### src/rtl/spe_map.vh
`ifndef SPE_MAP_VH
`define SPE_MAP_VH

// Clock and write cycle timing
`define SPE_CLK_KHZ     100000
`define SPE_WR_TIME_MS  5
`define SPE_WR_CYCLES   (`SPE_WR_TIME_MS * `SPE_CLK_KHZ)
`define SPE_WR_CW       20

// Opcodes handled here; all but the two status opcodes go to the byte FIFO
`define SPE_OP_RD_STAT  8'h05
`define SPE_OP_WR_STAT  8'h01
`define SPE_OP_RD_DATA  8'h03
`define SPE_RD_ADDR_IX  2'h2

// Status register fields
`define SPE_ST_GUARD_EN 7
`define SPE_ST_PROT_HI  3
`define SPE_ST_PROT_LO  2
`define SPE_ST_BUSY     0
`define SPE_ST_RESET    8'h00

// Synchroniser lane positions
`define SPE_IX_CS       0
`define SPE_IX_SCK      1
`define SPE_IX_SI       2
`define SPE_IX_GUARD    3
`define SPE_IX_PAUSE    4
`define SPE_SYNC_W      5
`define SPE_SYNC_RESET  5'h19

// Byte FIFO shape
`define SPE_FIFO_W      9
`define SPE_FIFO_DEPTH  8
`define SPE_FIFO_AW     3

`endif

### src/rtl/spe_pins.v
`timescale 1ns/10ps
`default_nettype none
`include "spe_map.vh"

// Small synchronous FIFO; full and empty come straight from the count
module spe_fifo #(
  parameter W  = 9,
  parameter D  = 8,
  parameter AW = 3
) (
  input  wire         i_clk,    // Core clock
  input  wire         i_rst,    // Sync reset, high
  input  wire         i_valid,  // Write request
  output wire         o_ready,  // Space available
  input  wire [W-1:0] i_data,   // Write data
  output wire         o_valid,  // Data available
  input  wire         i_ready,  // Reader takes word
  output wire [W-1:0] o_data    // Head word
);
  reg [W-1:0]  mem_q [0:D-1];
  reg [AW-1:0] wr_q;
  reg [AW-1:0] rd_q;
  reg [AW:0]   cnt_q;
  wire         push;
  wire         pop;

  // Handshakes on both sides
  assign o_ready = (cnt_q != D[AW:0]);
  assign o_valid = (cnt_q != {(AW+1){1'b0}});
  assign push    = i_valid & o_ready;
  assign pop     = o_valid & i_ready;
  assign o_data  = mem_q[rd_q];

  // Storage, not reset: data only counts once written
  always @(posedge i_clk) begin
    if (push) begin
      mem_q[wr_q] <= i_data;
    end
  end

  // Pointers wrap to zero after D-1, so D need not be a power of two
  always @(posedge i_clk) begin
    if (i_rst) begin
      wr_q  <= {AW{1'b0}};
      rd_q  <= {AW{1'b0}};
      cnt_q <= {(AW+1){1'b0}};
    end else begin
      if (push) begin
        wr_q <= (wr_q == D[AW-1:0] - 1'b1) ? {AW{1'b0}} : wr_q + 1'b1;
      end
      if (pop) begin
        rd_q <= (rd_q == D[AW-1:0] - 1'b1) ? {AW{1'b0}} : rd_q + 1'b1;
      end
      if (push & ~pop) begin
        cnt_q <= cnt_q + 1'b1;
      end else if (pop & ~push) begin
        cnt_q <= cnt_q - 1'b1;
      end
    end
  end
endmodule

// Pin-level serial front end, oversampling the serial clock
module spe_pins #(
  parameter WR_CYCLES  = `SPE_WR_CYCLES,
  parameter FIFO_DEPTH = `SPE_FIFO_DEPTH,
  parameter FIFO_AW    = `SPE_FIFO_AW
) (
  input  wire       i_clk,          // Core clock, 100 MHz
  input  wire       i_rst,          // Sync reset, high
  input  wire       i_cs_n,         // Chip select pin, low active
  input  wire       i_sck,          // Serial clock pin
  input  wire       i_si,           // Serial data in pin
  input  wire       i_guard_n,      // Write-guard pin, low active
  input  wire       i_pause_n,      // Pause pin, low active
  output wire       o_so,           // Serial data out
  output wire       o_so_oe,        // Serial out enable
  output wire       o_rx_valid,     // Received byte ready
  output wire [7:0] o_rx_data,      // Received byte
  output wire       o_rx_first,     // Byte is an opcode
  input  wire       i_rx_ready,     // User takes byte
  output wire       o_rx_drop,      // Byte lost to full FIFO
  input  wire [7:0] i_tx_data,      // Read data from array
  output wire       o_tx_take,      // Pulse: i_tx_data used
  output wire [7:0] o_status,       // Status register
  output wire       o_write_busy,   // Self-timed cycle running
  output wire [1:0] o_protect_span  // 0 none,1 quarter,2 half,3 all
);
  reg [`SPE_SYNC_W-1:0] sync1_q;
  reg [`SPE_SYNC_W-1:0] sync2_q;
  reg                   sck_prev_q;
  reg                   guard_prev_q;
  reg                   sel_prev_q;
  reg                   armed_q;
  reg  [7:0]            sh_q;
  reg  [2:0]            bit_q;
  reg  [1:0]            idx_q;
  reg  [7:0]            op_q;
  reg                   out_act_q;
  reg  [7:0]            tx_sh_q;
  reg                   so_q;
  reg                   oe_q;
  reg                   take_q;
  reg  [7:0]            pend_q;
  reg                   pend_v_q;
  reg                   guard_en_q;
  reg  [1:0]            prot_q;
  reg                   busy_q;
  reg  [`SPE_WR_CW-1:0] wr_cnt_q;
  reg                   drop_q;
  reg                   abort_q;
  wire                  cs_n_s;
  wire                  sck_s;
  wire                  si_s;
  wire                  guard_n_s;
  wire                  pause_n_s;
  wire                  sel;
  wire                  paused;
  wire                  rise;
  wire                  fall;
  wire [7:0]            rx_byte;
  wire                  byte_end;
  wire [7:0]            op_now;
  wire                  stat_op;
  wire                  guarded;
  wire                  push_v;
  wire                  push_rdy;
  wire [7:0]            status;
  wire [`SPE_FIFO_W-1:0] fifo_out;
  // Reset image of the status byte; fields are cut from it below
  localparam [7:0] ST_RST = `SPE_ST_RESET;

  // Two flops on every pin before any logic looks at it
  // Reset to idle pin levels so no false clock edge follows reset
  always @(posedge i_clk) begin
    if (i_rst) begin
      sync1_q <= `SPE_SYNC_RESET;
      sync2_q <= `SPE_SYNC_RESET;
    end else begin
      sync1_q <= {i_pause_n, i_guard_n, i_si, i_sck, i_cs_n};
      sync2_q <= sync1_q;
    end
  end

  // Synchronised pin levels
  assign cs_n_s    = sync2_q[`SPE_IX_CS];
  assign sck_s     = sync2_q[`SPE_IX_SCK];
  assign si_s      = sync2_q[`SPE_IX_SI];
  assign guard_n_s = sync2_q[`SPE_IX_GUARD];
  assign pause_n_s = sync2_q[`SPE_IX_PAUSE];

  // Selection and clock edge detection
  // Edges come from the synced clock, so the link must stay well below core rate
  assign sel     = armed_q & ~cs_n_s;
  assign paused  = ~pause_n_s;
  assign rise    = sel & ~paused & sck_s & ~sck_prev_q;
  assign fall    = sel & ~paused & ~sck_s & sck_prev_q;
  assign rx_byte = {sh_q[6:0], si_s};
  assign byte_end = rise & (bit_q == 3'h7);
  assign op_now  = (idx_q == 2'h0) ? rx_byte : op_q;
  assign stat_op = (op_now == `SPE_OP_RD_STAT) | (op_now == `SPE_OP_WR_STAT);
  // Pin counts only when the enable bit is set
  assign guarded = guard_en_q & ~guard_n_s;

  // Memory-path bytes go to the FIFO; read phase input is not data
  assign push_v = byte_end & ~stat_op & ~out_act_q;

  // Status byte as read back over the link
  assign status = {guard_en_q, 3'h0, prot_q, 1'b0, busy_q};

  // Previous levels for edge detection, sampled every cycle
  always @(posedge i_clk) begin
    if (i_rst) begin
      sck_prev_q   <= 1'b0;
      guard_prev_q <= 1'b1;
      sel_prev_q   <= 1'b0;
    end else begin
      sck_prev_q   <= sck_s;
      guard_prev_q <= guard_n_s;
      sel_prev_q   <= sel;
    end
  end

  // Armed by the first low chip select seen after reset
  always @(posedge i_clk) begin
    if (i_rst) begin
      armed_q <= 1'b0;
    end else if (~cs_n_s) begin
      armed_q <= 1'b1;
    end
  end

  // Input shifter; deselect clears the sequence, pause only freezes it
  always @(posedge i_clk) begin
    if (i_rst) begin
      sh_q  <= 8'h00;
      bit_q <= 3'h0;
      idx_q <= 2'h0;
      op_q  <= 8'h00;
    end else if (~sel) begin
      bit_q <= 3'h0;
      idx_q <= 2'h0;
    end else if (rise) begin
      sh_q  <= rx_byte;
      bit_q <= bit_q + 3'h1;
      if (byte_end) begin
        if (idx_q == 2'h0) begin
          op_q <= rx_byte;
        end
        if (idx_q != 2'h3) begin
          idx_q <= idx_q + 2'h1;
        end
      end
    end
  end

  // Output phase: loaded at a byte end, shifted on falling edges
  always @(posedge i_clk) begin
    if (i_rst) begin
      out_act_q <= 1'b0;
      tx_sh_q   <= 8'h00;
      so_q      <= 1'b0;
      take_q    <= 1'b0;
    end else begin
      take_q <= 1'b0;
      if (~sel) begin
        out_act_q <= 1'b0;
      end else if (byte_end) begin
        if (op_now == `SPE_OP_RD_STAT) begin
          out_act_q <= 1'b1;
          tx_sh_q   <= status;
        end else if ((op_now == `SPE_OP_RD_DATA) &&
                     (out_act_q || idx_q == `SPE_RD_ADDR_IX)) begin
          out_act_q <= 1'b1;
          tx_sh_q   <= i_tx_data;
          take_q    <= 1'b1;
        end
      end else if (fall && out_act_q) begin
        so_q    <= tx_sh_q[7];
        tx_sh_q <= {tx_sh_q[6:0], 1'b0};
      end
    end
  end

  // Drive only when selected, running and in the output phase
  always @(posedge i_clk) begin
    if (i_rst) begin
      oe_q <= 1'b0;
    end else begin
      oe_q <= sel & ~paused & out_act_q;
    end
  end

  // Sticky for the whole frame: a guard that falls and rises again
  // before the value byte must not let a later byte end re-arm the write
  always @(posedge i_clk) begin
    if (i_rst) begin
      abort_q <= 1'b0;
    end else if (~sel) begin
      abort_q <= 1'b0;
    end else if (guard_en_q && guard_prev_q && ~guard_n_s) begin
      abort_q <= 1'b1;
    end
  end

  // Pending status write; a guard fall mid-command cancels it
  always @(posedge i_clk) begin
    if (i_rst) begin
      pend_q   <= 8'h00;
      pend_v_q <= 1'b0;
    end else if (~sel) begin
      pend_v_q <= 1'b0;
    end else if (guard_en_q && guard_prev_q && ~guard_n_s &&
                 op_q == `SPE_OP_WR_STAT) begin
      pend_v_q <= 1'b0;
    end else if (byte_end && idx_q == 2'h1 && op_q == `SPE_OP_WR_STAT) begin
      pend_q   <= rx_byte;
      pend_v_q <= ~guarded & ~busy_q & ~abort_q;
    end
  end

  // Commit at deselect, then run the self-timed cycle to its end
  // The new value shows at once; busy alone marks the timed cycle
  always @(posedge i_clk) begin
    if (i_rst) begin
      guard_en_q <= ST_RST[`SPE_ST_GUARD_EN];
      prot_q     <= ST_RST[`SPE_ST_PROT_HI:`SPE_ST_PROT_LO];
      busy_q     <= 1'b0;
      wr_cnt_q   <= {`SPE_WR_CW{1'b0}};
    end else if (busy_q) begin
      // Guard pin is not looked at here once started
      if (wr_cnt_q == WR_CYCLES[`SPE_WR_CW-1:0] - 1'b1) begin
        busy_q <= 1'b0;
      end
      wr_cnt_q <= wr_cnt_q + 1'b1;
    end else if (sel_prev_q && ~sel && pend_v_q && ~guarded) begin
      guard_en_q <= pend_q[`SPE_ST_GUARD_EN];
      prot_q     <= pend_q[`SPE_ST_PROT_HI:`SPE_ST_PROT_LO];
      busy_q     <= 1'b1;
      wr_cnt_q   <= {`SPE_WR_CW{1'b0}};
    end
  end

  // Overrun flag: a new select clears it, a drop in that cycle wins
  always @(posedge i_clk) begin
    if (i_rst) begin
      drop_q <= 1'b0;
    end else if (push_v & ~push_rdy) begin
      drop_q <= 1'b1;
    end else if (sel & ~sel_prev_q) begin
      drop_q <= 1'b0;
    end
  end

  // The serial link cannot stall, so a full FIFO drops the byte
  spe_fifo #(
    .W  (`SPE_FIFO_W),
    .D  (FIFO_DEPTH),
    .AW (FIFO_AW)
  ) u_fifo (
    .i_clk   (i_clk),
    .i_rst   (i_rst),
    .i_valid (push_v),
    .o_ready (push_rdy),
    .i_data  ({(idx_q == 2'h0), rx_byte}),
    .o_valid (o_rx_valid),
    .i_ready (i_rx_ready),
    .o_data  (fifo_out)
  );

  // Outputs, all from flops or the FIFO head
  assign o_rx_data      = fifo_out[7:0];
  assign o_rx_first     = fifo_out[8];
  assign o_rx_drop      = drop_q;
  assign o_so           = so_q;
  assign o_so_oe        = oe_q;
  assign o_tx_take      = take_q;
  assign o_status       = status;
  assign o_write_busy   = busy_q;
  assign o_protect_span = prot_q;
endmodule

`default_nettype wire

### config.mk
export PLATFORM = sky130hd
export DESIGN_NAME = spe_pins
export DESIGN_NICKNAME = d
export VERILOG_FILES = /design/src/rtl/spe_pins.v
export VERILOG_INCLUDE_DIRS = /design/src /design/src/rtl
export SDC_FILE = /design/constraint.sdc
export NUM_CORES = 1
export LEC_CHECK = 0
export ABC_AREA = 1
export BUFFER_PORTS_ARGS = -buffer_cell sky130_fd_sc_hd__buf_4
export CORE_MARGIN = 10
export CORE_UTILIZATION = 32
export DETAILED_ROUTE_END_ITERATION = 10
export PLACE_DENSITY = 0.58
export SLEW_MARGIN = 10
export SYNTH_ARGS = -nofsm -noshare
export SYNTH_HDL_FRONTEND = slang
export SYNTH_SLANG_ARGS = --single-unit
### constraint.sdc
create_clock -name i_clk -period 2.86 [get_ports i_clk]
set_input_delay 0.143 -clock i_clk [delete_from_list [all_inputs] [get_ports i_clk]]
set_output_delay 0.143 -clock i_clk [all_outputs]
set_load 0.01 [all_outputs]
# Word-level counts from Yosys, hierarchy flattened
# Memory sizes are Yosys's and may differ from the RTL's. A register that Yosys moved wholly into a read port is not among the register bits.
# Index checks and enable logic that the tools add are counted.
# totals
register_bits	91
mem_bits_rw	72
output_inout_bits	25
wordCells	135
mem_count	1
# classes
n_addsub	7
eq_ne	13
mux	23
bitwise	36
reduce_logical	29
# memory_table
memory	depth	word_bits	rd	rd_ports_with_merged_regs	wr	line	text
u_fifo.mem_q	8	9	1	1	1	spe_pins.v:20	reg [W-1:0] mem_q [0:D-1];
# ops
operator	n
$mux W20	2
$mux W8	5
$add A20 B1 Y20 const B	1
$eq A20 B19 Y1 const B	1
$and A1 B1 Y1	19
$eq A8 B1 Y1 const B	2
$not A1 Y1	16
$reduce_and A3 Y1	5
$mux W3	4
$logic_and A1 B1 Y1	10
$mux W1	10
$reduce_bool A2 Y1	5
$add A3 B1 Y3 const B	3
$eq A3 B3 Y1 const B	3
$eq A8 B2 Y1 const B	1
$eq A8 B3 Y1 const B	1
$mux W4	2
$reduce_and A2 Y1	3
$add A4 B1 Y4 const B	1
$ne A4 B4 Y1 const B	1
$reduce_bool A4 Y1	1
$reduce_or A4 Y1	1
$sub A4 B1 Y4 const B	1
$ne A3 B1 Y1 const B	1
9 further kinds	9

# Longest topological paths before layout
# Gate-level depths: netlist (run 1).
# depth
word_depth	13
mapped_depth	20

# Hierarchy
# From an unflattened synthesis (run 1), not the netlist that was laid out.
# hier_totals
cells_unflattened	817
area_unflattened_um2	7144.4
# by_module_without_submodules
module	n_inst	cells_each	area_per_inst_um2
spe_fifo	1	334	3613.5
spe_pins	1	483	3530.9

# Worst setup path before layout (run 1)
# Ideal clock, no wire load.
# synth_timing
path_kind	register -> register
startpoint	register idx_q[0]
endpoint	register u_fifo.cnt_q[3]
setup_ns	0.119
arrival_time_ns	2.703
t_required_ns	2.741
slack_ns	0.038
stages_incl_launch_ff	21
path_cell_list	dfxtp_1 > inv_1 > ha_1 > buf_4 > nand2_1 > nand2_1 > nand2_1 > nor2_4 > nand2_1 > nand3_2 > nor2_4 > ha_1 > inv_1 > ha_1 > a21o_1 > a21oi_1 > nor2_1 > nor2_1 > nand2_1 > o21ai_0 > a21oi_1
# synth_via
elab_chain_cells	11
word_cells_on_any_way	14
# synth_lines
element	line	text
start, declared	spe_pins.v:97	reg [1:0] idx_q;
start signal, assigned	spe_pins.v:211	idx_q <= idx_q + 2'h1;
$logic_not A2 Y1 *	-	
named net u_fifo.i_data[8]	spe_pins.v:15	input wire [W-1:0] i_data,
$mux W8 *	-	
$eq A8 B3 Y1 (no line) / $eq A8 B1 Y1 (equally long branches)	-	
$or A1 B1 Y1 *	spe_pins.v:161	assign stat_op = (op_now == `SPE_OP_RD_STAT) | (op_now == `SPE_OP_WR_STAT);
$not A1 Y1 *	spe_pins.v:166	assign push_v = byte_end & ~stat_op & ~out_act_q;
$and A1 B1 Y1 * (2 in a row)	spe_pins.v:166	
$and A1 B1 Y1 *	spe_pins.v:30	assign push = i_valid & o_ready;
named net u_fifo.push	spe_pins.v:24	wire push;
$not A1 Y1	spe_pins.v:56	end else if (pop & ~push) begin
$and A1 B1 Y1	spe_pins.v:56	
$reduce_bool A2 Y1 (no line)	-	
end signal, assigned	spe_pins.v:46	cnt_q <= {(AW+1){1'b0}};
end signal, assigned	spe_pins.v:55	cnt_q <= cnt_q + 1'b1;
end signal, assigned	spe_pins.v:57	cnt_q <= cnt_q - 1'b1;
end, declared	spe_pins.v:23	reg [AW:0] cnt_q;
# Mark *: on every way through the listed nets, which the timed path passes. The rest lies on a longest branch.
# A chain may end at the register's enable or synchronous reset.

# Final worst setup path (run 1)
# Same ends and word-level chain as after synthesis.

==> results of run 1 <==
layer usage:
| layer | GRT usage | up-vias | wire length, um |
|---|---|---|---|
| li1 | - | 2648 | - |
| met1 | 0.143 | 2398 | 7330 |
| met2 | 0.175 | 89 | 6940 |
| met3 | 0.0305 | 10 | 684 |
| met4 | 0.0336 | 0 | 131 |
| met5 | 0 | - | 0 |
timing repair:
action                     CTS  global route
hold endpoints to repair     5             0
pin swaps                    1             6
hold buffers                 5             0
setup endpoints to repair    1             1
gates resized for setup      3            16
gates cloned                 0             0
setup buffers                0             2
state kept, by name, summed over array words and instances, names as in the netlist, 4 cells and up, named ones only:
signal	flops
u_fifo.mem_q	72
u_fifo.cnt_q	4
sh_q	7
sync1_q	5
op_q	8
sync2_q	5
wr_cnt_q	20
tx_sh_q	8
logic make-up after synthesis:
kind of cell / count (synthesis)
compound gates: 151
xor+xnor: 2
fa+ha+maj: 15
buf+inv: 107
flops: 161
other cells: 1
simple gates: 320
worst max-delay path: cells and delay by family (launching register included):
kind                       cells  cell delay [ns]
AOI/OAI and AO/OA              4             0.51
adders and majority gates      3             0.58
buffers and inverters          3             0.25
DFF                            1             0.32
and+or+nand+nor               10             0.84
cell type report:
| cell class | instances | area, um^2 | share of cell area |
|---|---|---|---|
| clock buffer | 17 | 425 | 0.0517 |
| clock inverter | 15 | 174 | 0.0211 |
| inverter | 75 | 284 | 0.0345 |
| multi-input combinational | 492 | 2530 | 0.307 |
| sequential | 161 | 3950 | 0.480 |
| tap | 275 | 344 | 0.0418 |
| timing repair buffer | 68 | 527 | 0.0640 |
power breakdown:
part,internal [mW],switching [mW],total (mW),leakage (nW)
Combinational,0.450,0.677,1.13,1.61
Sequential,2.45,0.0457,2.50,1.51
Clock,1.19,1.09,2.28,0.296
per-stage QoR:
step	setup TNS, ns	hold slack, ns	util	area [um^2]
final	0	0.0707	0.391	8230
after floorplan	0	0.247	-	6860
after global routing	0	0.122	0.391	8230
after global placement	0	0.330	0.357	7500
after CTS	0	0.0638	0.388	8160
after detailed placement	-0.0652	0.330	0.357	7500
cells in the final DEF (no fill, tap or decap), types with 9 or more instances in the layout:
| master | netlist | routed |
|---|---|---|
| nor2_1 | 127 | 126 |
| dfxtp_1 | 89 | 87 |
| edfxtp_1 | 72 | 72 |
| a31oi_1 | 11 | 11 |
| a21oi_1 | 38 | 37 |
| ha_1 | 14 | 12 |
| nand3_1 | 26 | 26 |
| clkbuf_16 | 0 | 17 |
| nor3_1 | 19 | 19 |
| a211oi_1 | 9 | 9 |
| inv_1 | 67 | 65 |
| o21ai_0 | 77 | 76 |
| nand2_1 | 112 | 107 |
| o22ai_1 | 9 | 9 |
| buf_4 | 9 | 62 |
how the worst min path moves through the flow:
stage / slack, ns / endpoint / from
finish: 0.07 / tx_sh_q[5] / i_tx_data[5]
global route: 0.12 / tx_sh_q[5] / i_tx_data[5]
CTS: 0.06 / tx_sh_q[1] / i_tx_data[1]
detailed placement: 0.33 / sync1_q[4] / i_pause_n
global placement: 0.33 / sync1_q[4] / i_pause_n
floorplan: 0.25 / sync1_q[0] / i_cs_n
==> results.cfg, run 1 <==
[setup_path]
r2r_slack_ns = 0.24
cp-startpoint = idx_q[0]
crit_required_ns = 3.18
critPathKind = reg -> reg
crit_slowest_cell = dfxtp_2
worstPathMaxFanout = 9
r2r-end = u_fifo.cnt_q[3]
max_stage_delay_ns = 0.32
reg2reg_depth = 20
r2r-start = idx_q[0]
cp-start-kind = flop
crit_chain = inv_1 > ha_4 > buf_6 > nand2_2 > nand2_1 > nand2_2 > nor2_2 > nand2_2 > nand3_4 > nor2_4 > ha_4 > inv_2 > ha_1 > a21o_1 > a21oi_2 > nor2_1 > nor2_1 > nand2_1 > o21ai_1 > a21oi_1
cp-endpoint = u_fifo.cnt_q[3]
crit_path_end_kind = flop
cpMostUsedCell = nand2_2
crit_arrival_ns = 2.94

[place]
dp.cells = 1064
dpl.hpwl_mm = 9.96
post-place-ws_ns = -0.0652
port_buffers = 36
gp_congestion = 0.788

[cells_and_area]
layout-drive-gt1-share = 0.170
antennaDiodeCount = 0
fill_cells = 2092
layout.cells.non_filler = 1103
fin_nets = 846
syn_to_final_growth_pct = 20.2

[synth]
synthTopCellsByCount = nor2_1, nand2_1, dfxtp_1
yosysSeqAreaShare = 0.576
syn_inst = 757
synth_area_leaders = edfxtp_1, dfxtp_1, nor2_1
synth.cell_area_um2 = 6850
synth_top_cell_area_share = 0.316
synth-compound-area-share = 0.121
synthXorXnorAreaFrac = 0.00256
ys_seq_elements = 161
synth_top_family_by_area = simple AND/OR/NAND/NOR gates
yosys.area_share.simple = 0.208
synth_most_common_cell = nor2_1
yosysWarnings = 0
netlist.top_cell.by_area = edfxtp_1
synth.distinct_cells = 41
muxShareOfSynthArea = 0
synthAdderAreaFrac = 0.0285
yosys_most_used_dff = dfxtp_1
synthArstFlopShare = 0
synth_edf_count = 72
avgSynthCellArea_um2 = 9.05

[power_and_ir_drop]
finalPower_mw = 5.90
power.leakage_nw = 3.41
ir_worst_vdd_v = 0.000436
power.density_nw_per_um2 = 717

[sta]
max_freq_mhz = 382
setup_ws_ns = 0.244
hold_viol = 0
tightest_slew_ns = 0.680
rsz0062_at_grt = no
slew_headroom = 0.546
period_needed_ns = 2.62
timing.final.crit_share = 0.915
final-max-slew-violation-count = 0
finalSetupViolations = 0
clock_skew_ns = 0.0112

[routing]
dr.pass1.iters = 6
vias = 5145
wl_per_cell_um = 13.7
drc = 0
antenna_left = 0
routed_wl_mm = 15.1
drt-initial-drc-count = 293
routed_via_density = 4.66

[die]
initial_core_util = 0.326
fp.dieArea_um2 = 27700
fp.dieH_um = 166
die_w_um = 166
core_area_um2 = 21000
io_pins = 41
rows = 53

[clock_network]
cts.clk_slew.worst_paths_ns = 0.07
cts-root-buf = clkbuf_16
numClockSinks = 161
cts_buffer_depth = 2
htreeDepth = 4
cts_tree = built
insertion_delay_ns = 0.43
cts-buffers-inserted = 17

[grt]
grt_first_pass_wirelength_mm = 25.4
grt_pass1_vias = 5056
grt.total_usage = 0.110
grt_max_degree = 37
antenna_found_initial = 0
grt_overflow = 0

[flow_run]
max_cap_viol_count = 0

[outcome]
status = complete, no violations

[hold_path]
hp-class = in -> reg
whs_path_depth = 5
No activity file was read; power rests on OpenSTA's default activity.
==> inputs of run 2 (changes only) <==
- PLACE_DENSITY: 0.58 -> default
- clock period: 2.86 -> 2.85 ns (I/O delays scaled with it)
==> results.cfg, run 2 (same netlist as run 1, synthesis figures left out) <==
[outcome]
status = complete, no violations

[die]
fp.dieArea_um2 = 27700
die_w_um = 166
core_area_um2 = 21000
rows = 53
fp.dieH_um = 166
initial_core_util = 0.326
io_pins = 41

[cells_and_area]
design_area_um2 = 8200
antennaDiodeCount = 0
top_register = u_fifo.mem_q
layout-drive-gt1-share = 0.165
final_cell_mix = nor2_1, nand2_1, dfxtp_1, o21ai_0, edfxtp_1
top_regs = u_fifo.mem_q (72), wr_cnt_q (20)
final_util = 0.390
largest_reg_flops = 72
final_common_cell = nor2_1
fin_nets = 844
layout.cells.non_filler = 1101
syn_to_final_growth_pct = 19.8

[grt]
grt_max_degree = 43
grt_pass1_vias = 4778
antenna_found_initial = 0
grt.total_usage = 0.104
grt_first_pass_wirelength_mm = 23.9
grt_overflow = 0

[sta]
holdWs_ns = 0.0715
timing.final.crit_share = 0.904
max_freq_mhz = 388
clock_skew_ns = 0.00850
tightest_slew_ns = 0.591
final-max-slew-violation-count = 0
finalSetupViolations = 0
hold_viol = 0
slew_headroom = 0.603
period_needed_ns = 2.58

[routing]
dr.pass1.iters = 4
routed_via_density = 4.61
drt-initial-drc-count = 378
vias = 5077
drc = 0
wl_per_cell_um = 13.2
antenna_left = 0
routed_wl_mm = 14.6

[hold_path]
hp-start = i_tx_data[6]
hp-class = in -> reg
whs_path_depth = 5
holdPathEnd = tx_sh_q[6]

[clock_network]
cts.clk_slew.worst_paths_ns = 0.06
cts_tree = built
cts-buffers-inserted = 17
post_cts_buffers = 0
insertion_delay_ns = 0.42
cts_buffer_depth = 2
htreeDepth = 4
numClockSinks = 161
cts-root-buf = clkbuf_16

[setup_path]
worstPathMaxFanout = 7
cp-start-kind = flop
r2r_slack_ns = 0.27
critPathKind = reg -> reg
r2r-end = u_fifo.cnt_q[3]
crit_slowest_cell = dfxtp_2
cp_num_buf_inv = 3
crit_arrival_ns = 2.89
reg2reg_depth = 20
critical-path-top-delay-family = simple AND/OR/NAND/NOR gates
crit_path_end_kind = flop
r2r-start = idx_q[1]
crit_required_ns = 3.16
cpMostUsedCell = nand2_1
crit_chain = inv_2 > ha_4 > buf_4 > nand2_1 > nand2_1 > nand2_2 > nor2_4 > nand2_4 > nand3_4 > nor2_4 > ha_4 > inv_2 > ha_1 > a21o_1 > a21oi_2 > nor2_1 > nor2_1 > nand2_1 > o21ai_1 > a21oi_1
max_stage_delay_ns = 0.33

[flow_run]
max_cap_viol_count = 0

[place]
port_buffers = 36
place_area_um2 = 7500
dpl.hpwl_mm = 9.74
gp_congestion = 0.817
dp.cells = 1064

[power_and_ir_drop]
ir_worst_vdd_v = 0.000500
power.density_nw_per_um2 = 717
power.leakage_nw = 3.38
## run 2: metal layers
metal | part of all wire | GRT usage | vias up | wire, um
met5 | 0 | 0 | - | 0
met4 | 0.012 | 0.0351 | 0 | 173
met3 | 0.048 | 0.0274 | 13 | 706
met2 | 0.46 | 0.168 | 105 | 6680
met1 | 0.48 | 0.132 | 2318 | 7020
li1 | - | - | 2641 | -
## run 2: what timing repair did
action / in CTS / in global routing
hold buffers: 5 / 0
hold endpoints to repair: 5 / 0
setup endpoints to repair: 0 / 1
resized for setup: 0 / 19
## run 2: how the worst max path moves through the flow
stage | depth (start not counted) | slack [ns] | to | start
final | 20 | 0.27 | u_fifo.cnt_q[3] | idx_q[1]
after global routing | 20 | -0.006 | u_fifo.cnt_q[3] | idx_q[1]
after CTS | 20 | 0.01 | u_fifo.cnt_q[3] | idx_q[0]
after detailed placement | 20 | 0.01 | u_fifo.cnt_q[3] | idx_q[0]
after global placement | 20 | 0.09 | u_fifo.cnt_q[3] | idx_q[0]
after floorplan | 20 | 0.03 | u_fifo.cnt_q[3] | idx_q[0]
## run 2: tightest hold or removal path: stages
cell and delay, ns:
buf_4 0.08, nand3_1 0.06, nand2_1 0.05, nor2_1 0.04, nor2_1 0.08
## run 2: report_power, final
group | switching [mW] | total [mW] | internal, mW
Clock | 0.940 | 2.25 | 1.31
Sequential | 0.0641 | 2.52 | 2.46
Combinational | 0.650 | 1.11 | 0.458
Total | 1.65 | 5.88 | 4.22
## run 2: stage by stage
stage | setup WS, ns | setup TNS (ns) | power, mW
global route | -0.00615 | -0.00615 | 6.20
detailed placement | 0.0105 | 0 | 3.68
floorplan | 0.0277 | 0 | 3.25
CTS | 0.0113 | 0 | 5.91
finish | 0.273 | 0 | 5.88
global placement | 0.0886 | 0 | 3.67
## run 2: layout make-up
type	count	area [um^2]
well taps	275	344
multi-input cells	492	2530
repair buffers	66	508
clock buffers	18	429
fillers	2052	12800
inverters	75	284
flip-flops and latches	161	3950
clock inverters	14	158
==> inputs of run 3 (changes only) <==
- SYNTH_HIERARCHICAL: default -> 1
==> results.cfg, run 3 <==
[power_and_ir_drop]
power.leakage_nw = 3.53
power.density_nw_per_um2 = 700
ir_worst_vdd_v = 0.000407

[hold_path]
hp-class = in -> reg
whs_path_depth = 5
hp-start = i_tx_data[6]
holdPathEnd = tx_sh_q[6]

[routing]
drc = 0
vias = 5371
antenna_left = 0
routed_wl_mm = 15.8
routed_via_density = 4.59
drt-initial-drc-count = 282
dr.pass1.iters = 7
wl_per_cell_um = 13.5

[setup_path]
reg2reg_depth = 20
crit_arrival_ns = 3.00
r2r-start = idx_q[0]
crit_slowest_cell = dfxtp_1
cp_num_buf_inv = 5
critical-path-top-delay-family = simple AND/OR/NAND/NOR gates
critPathKind = reg -> reg
crit_chain = inv_1 > ha_4 > inv_6 > nand2_1 > nand2_2 > nand2_2 > nor2_8 > nand4_1 > nand2_1 > nor2_4 > nand2_4 > inv_1 > ha_1 > inv_2 > ha_1 > or2_2 > nand3_1 > nand3_1 > nand2_1 > inv_1
max_stage_delay_ns = 0.32
r2r-end = u_fifo/cnt_q[3]
r2r_slack_ns = 0.17
crit_path_end_kind = flop
cp-start-kind = flop
worstPathMaxFanout = 10
crit_required_ns = 3.17

[sta]
slew_headroom = 0.624
finalSetupViolations = 0
hold_viol = 0
final-max-slew-violation-count = 0
setup_tns_ns = 0
period_needed_ns = 2.68
clock_skew_ns = 0.0123
timing.final.crit_share = 0.940
max_freq_mhz = 373
tightest_slew_ns = 0.564

[clock_network]
cts.clk_slew.worst_paths_ns = 0.06
insertion_delay_ns = 0.42
numClockSinks = 161
cts_tree = built
htreeDepth = 4
cts-buffers-inserted = 17
cts_buffer_depth = 2
cts-root-buf = clkbuf_16

[die]
die_w_um = 169
fp.dieH_um = 169
core_area_um2 = 21900
fp.dieArea_um2 = 28700
rows = 54
io_pins = 41
initial_core_util = 0.326

[synth]
yosys_most_used_dff = dfxtp_1
synth_area_leaders = edfxtp_1, dfxtp_1, nor2_1
synth_top_cell_area_share = 0.303
ys_seq_elements = 161
synth_most_common_cell = nor2_1
yosysSeqAreaShare = 0.552
netlist.top_cell.by_area = edfxtp_1
synth_edf_count = 72
synthArstFlopShare = 0
synthTopCellsByCount = nor2_1, nand2_1, dfxtp_1
syn_inst = 817
synth.cell_area_um2 = 7140
avgSynthCellArea_um2 = 8.74
synth.distinct_cells = 52
yosysWarnings = 6

[cells_and_area]
final_common_cell = nor2_1
top_register = u_fifo/mem_q
fin_nets = 908
top_regs = u_fifo/mem_q (72), wr_cnt_q (20)
syn_to_final_growth_pct = 17.4
design_area_um2 = 8390
antennaDiodeCount = 0
fill_cells = 2183
layout.cells.non_filler = 1170
largest_reg_flops = 72
layout-drive-gt1-share = 0.163
final_cell_mix = nor2_1, nand2_1, dfxtp_1, edfxtp_1, buf_4

[place]
dpl.hpwl_mm = 10.6
place_area_um2 = 7750
dp.cells = 1132
port_buffers = 36
gp_congestion = 0.817

[grt]
grt_max_degree = 43
grt_pass1_vias = 5073
grt.total_usage = 0.110
antenna_found_initial = 0
grt_first_pass_wirelength_mm = 25.6
grt_overflow = 0

[flow_run]
max_cap_viol_count = 0

[outcome]
status = complete, no violations
==> run 3: worst reg2reg max path: cells and delay by family (launching register included) <==
kind | cells | cell delay [ns]
adder cells (fa/ha/maj) | 3 | 0.68
buffers and inverters | 5 | 0.34
flip-flops | 1 | 0.32
AND/OR/NAND/NOR | 12 | 1.24
==> run 3: metrics by stage <==
step / utilization / setup WS [ns] / hold slack, ns / total power [mW]
global placement: 0.354 / -0.00315 / 0.327 / 3.78
floorplan: - / 0.0315 / 0.212 / 3.47
finish: 0.383 / 0.171 / 0.0733 / 5.87
global route: 0.383 / -0.00664 / 0.0786 / 6.20
CTS: 0.382 / 0.0214 / 0.0599 / 5.95
detailed placement: 0.354 / -0.132 / 0.331 / 3.80
==> run 3: cell type report <==
type                    count  area (um^2)  share of cell area
clock buffers              20          437              0.0520
clock inverters            12          113              0.0134
inverters                  74          290              0.0346
multi-input cells         553         2710               0.323
flip-flops and latches    161         3950               0.470
well taps                 280          350              0.0418
repair buffers             70          542              0.0646
==> run 3: cell families after synthesis <==
kind of cell	count (synthesis)	share of synthesized area
simple gates	407	0.248
flops	161	0.552
compound gates	123	0.0942
buf+inv	106	0.0732
fa+ha+maj	15	0.0273
xor+xnor	4	0.00490
other cells	1	0.000525
==> run 3: what timing repair did <==
action / 4_1_cts / 5_1_grt
hold buffers: 5 / 0
cloned: 0 / 0
buffers inserted: 0 / 1
pin swaps: 0 / 2
setup endpoints to repair: 1 / 1
hold endpoints to repair: 5 / 0
resized for setup: 3 / 9
==> run 3: metal layers <==
| layer | GRT usage | wire length, um |
|---|---|---|
| met1 | 0.137 | 7330 |
| met2 | 0.185 | 7630 |
| met3 | 0.0245 | 630 |
| met4 | 0.0338 | 162 |
| met5 | 0 | 0 |
==> run 3: how the worst max path moves through the flow <==
| stage | start | endpoint | slack, ns | cells past startpoint |
|---|---|---|---|---|
| floorplan | idx_q[0] | u_fifo/cnt_q[3] | 0.03 | 20 |
| global placement | idx_q[1] | u_fifo/cnt_q[3] | -0.003 | 20 |
| detailed placement | idx_q[1] | u_fifo/cnt_q[3] | -0.13 | 20 |
| CTS | idx_q[1] | u_fifo/cnt_q[3] | 0.02 | 20 |
| global route | idx_q[0] | u_fifo/cnt_q[3] | -0.007 | 20 |
| finish | idx_q[0] | u_fifo/cnt_q[3] | 0.17 | 20 |
==> run 3: report_power, final <==
group	switching, mW	internal [mW]
Sequential	0.0762	2.46
Combinational	0.740	0.453
Clock	0.929	1.21
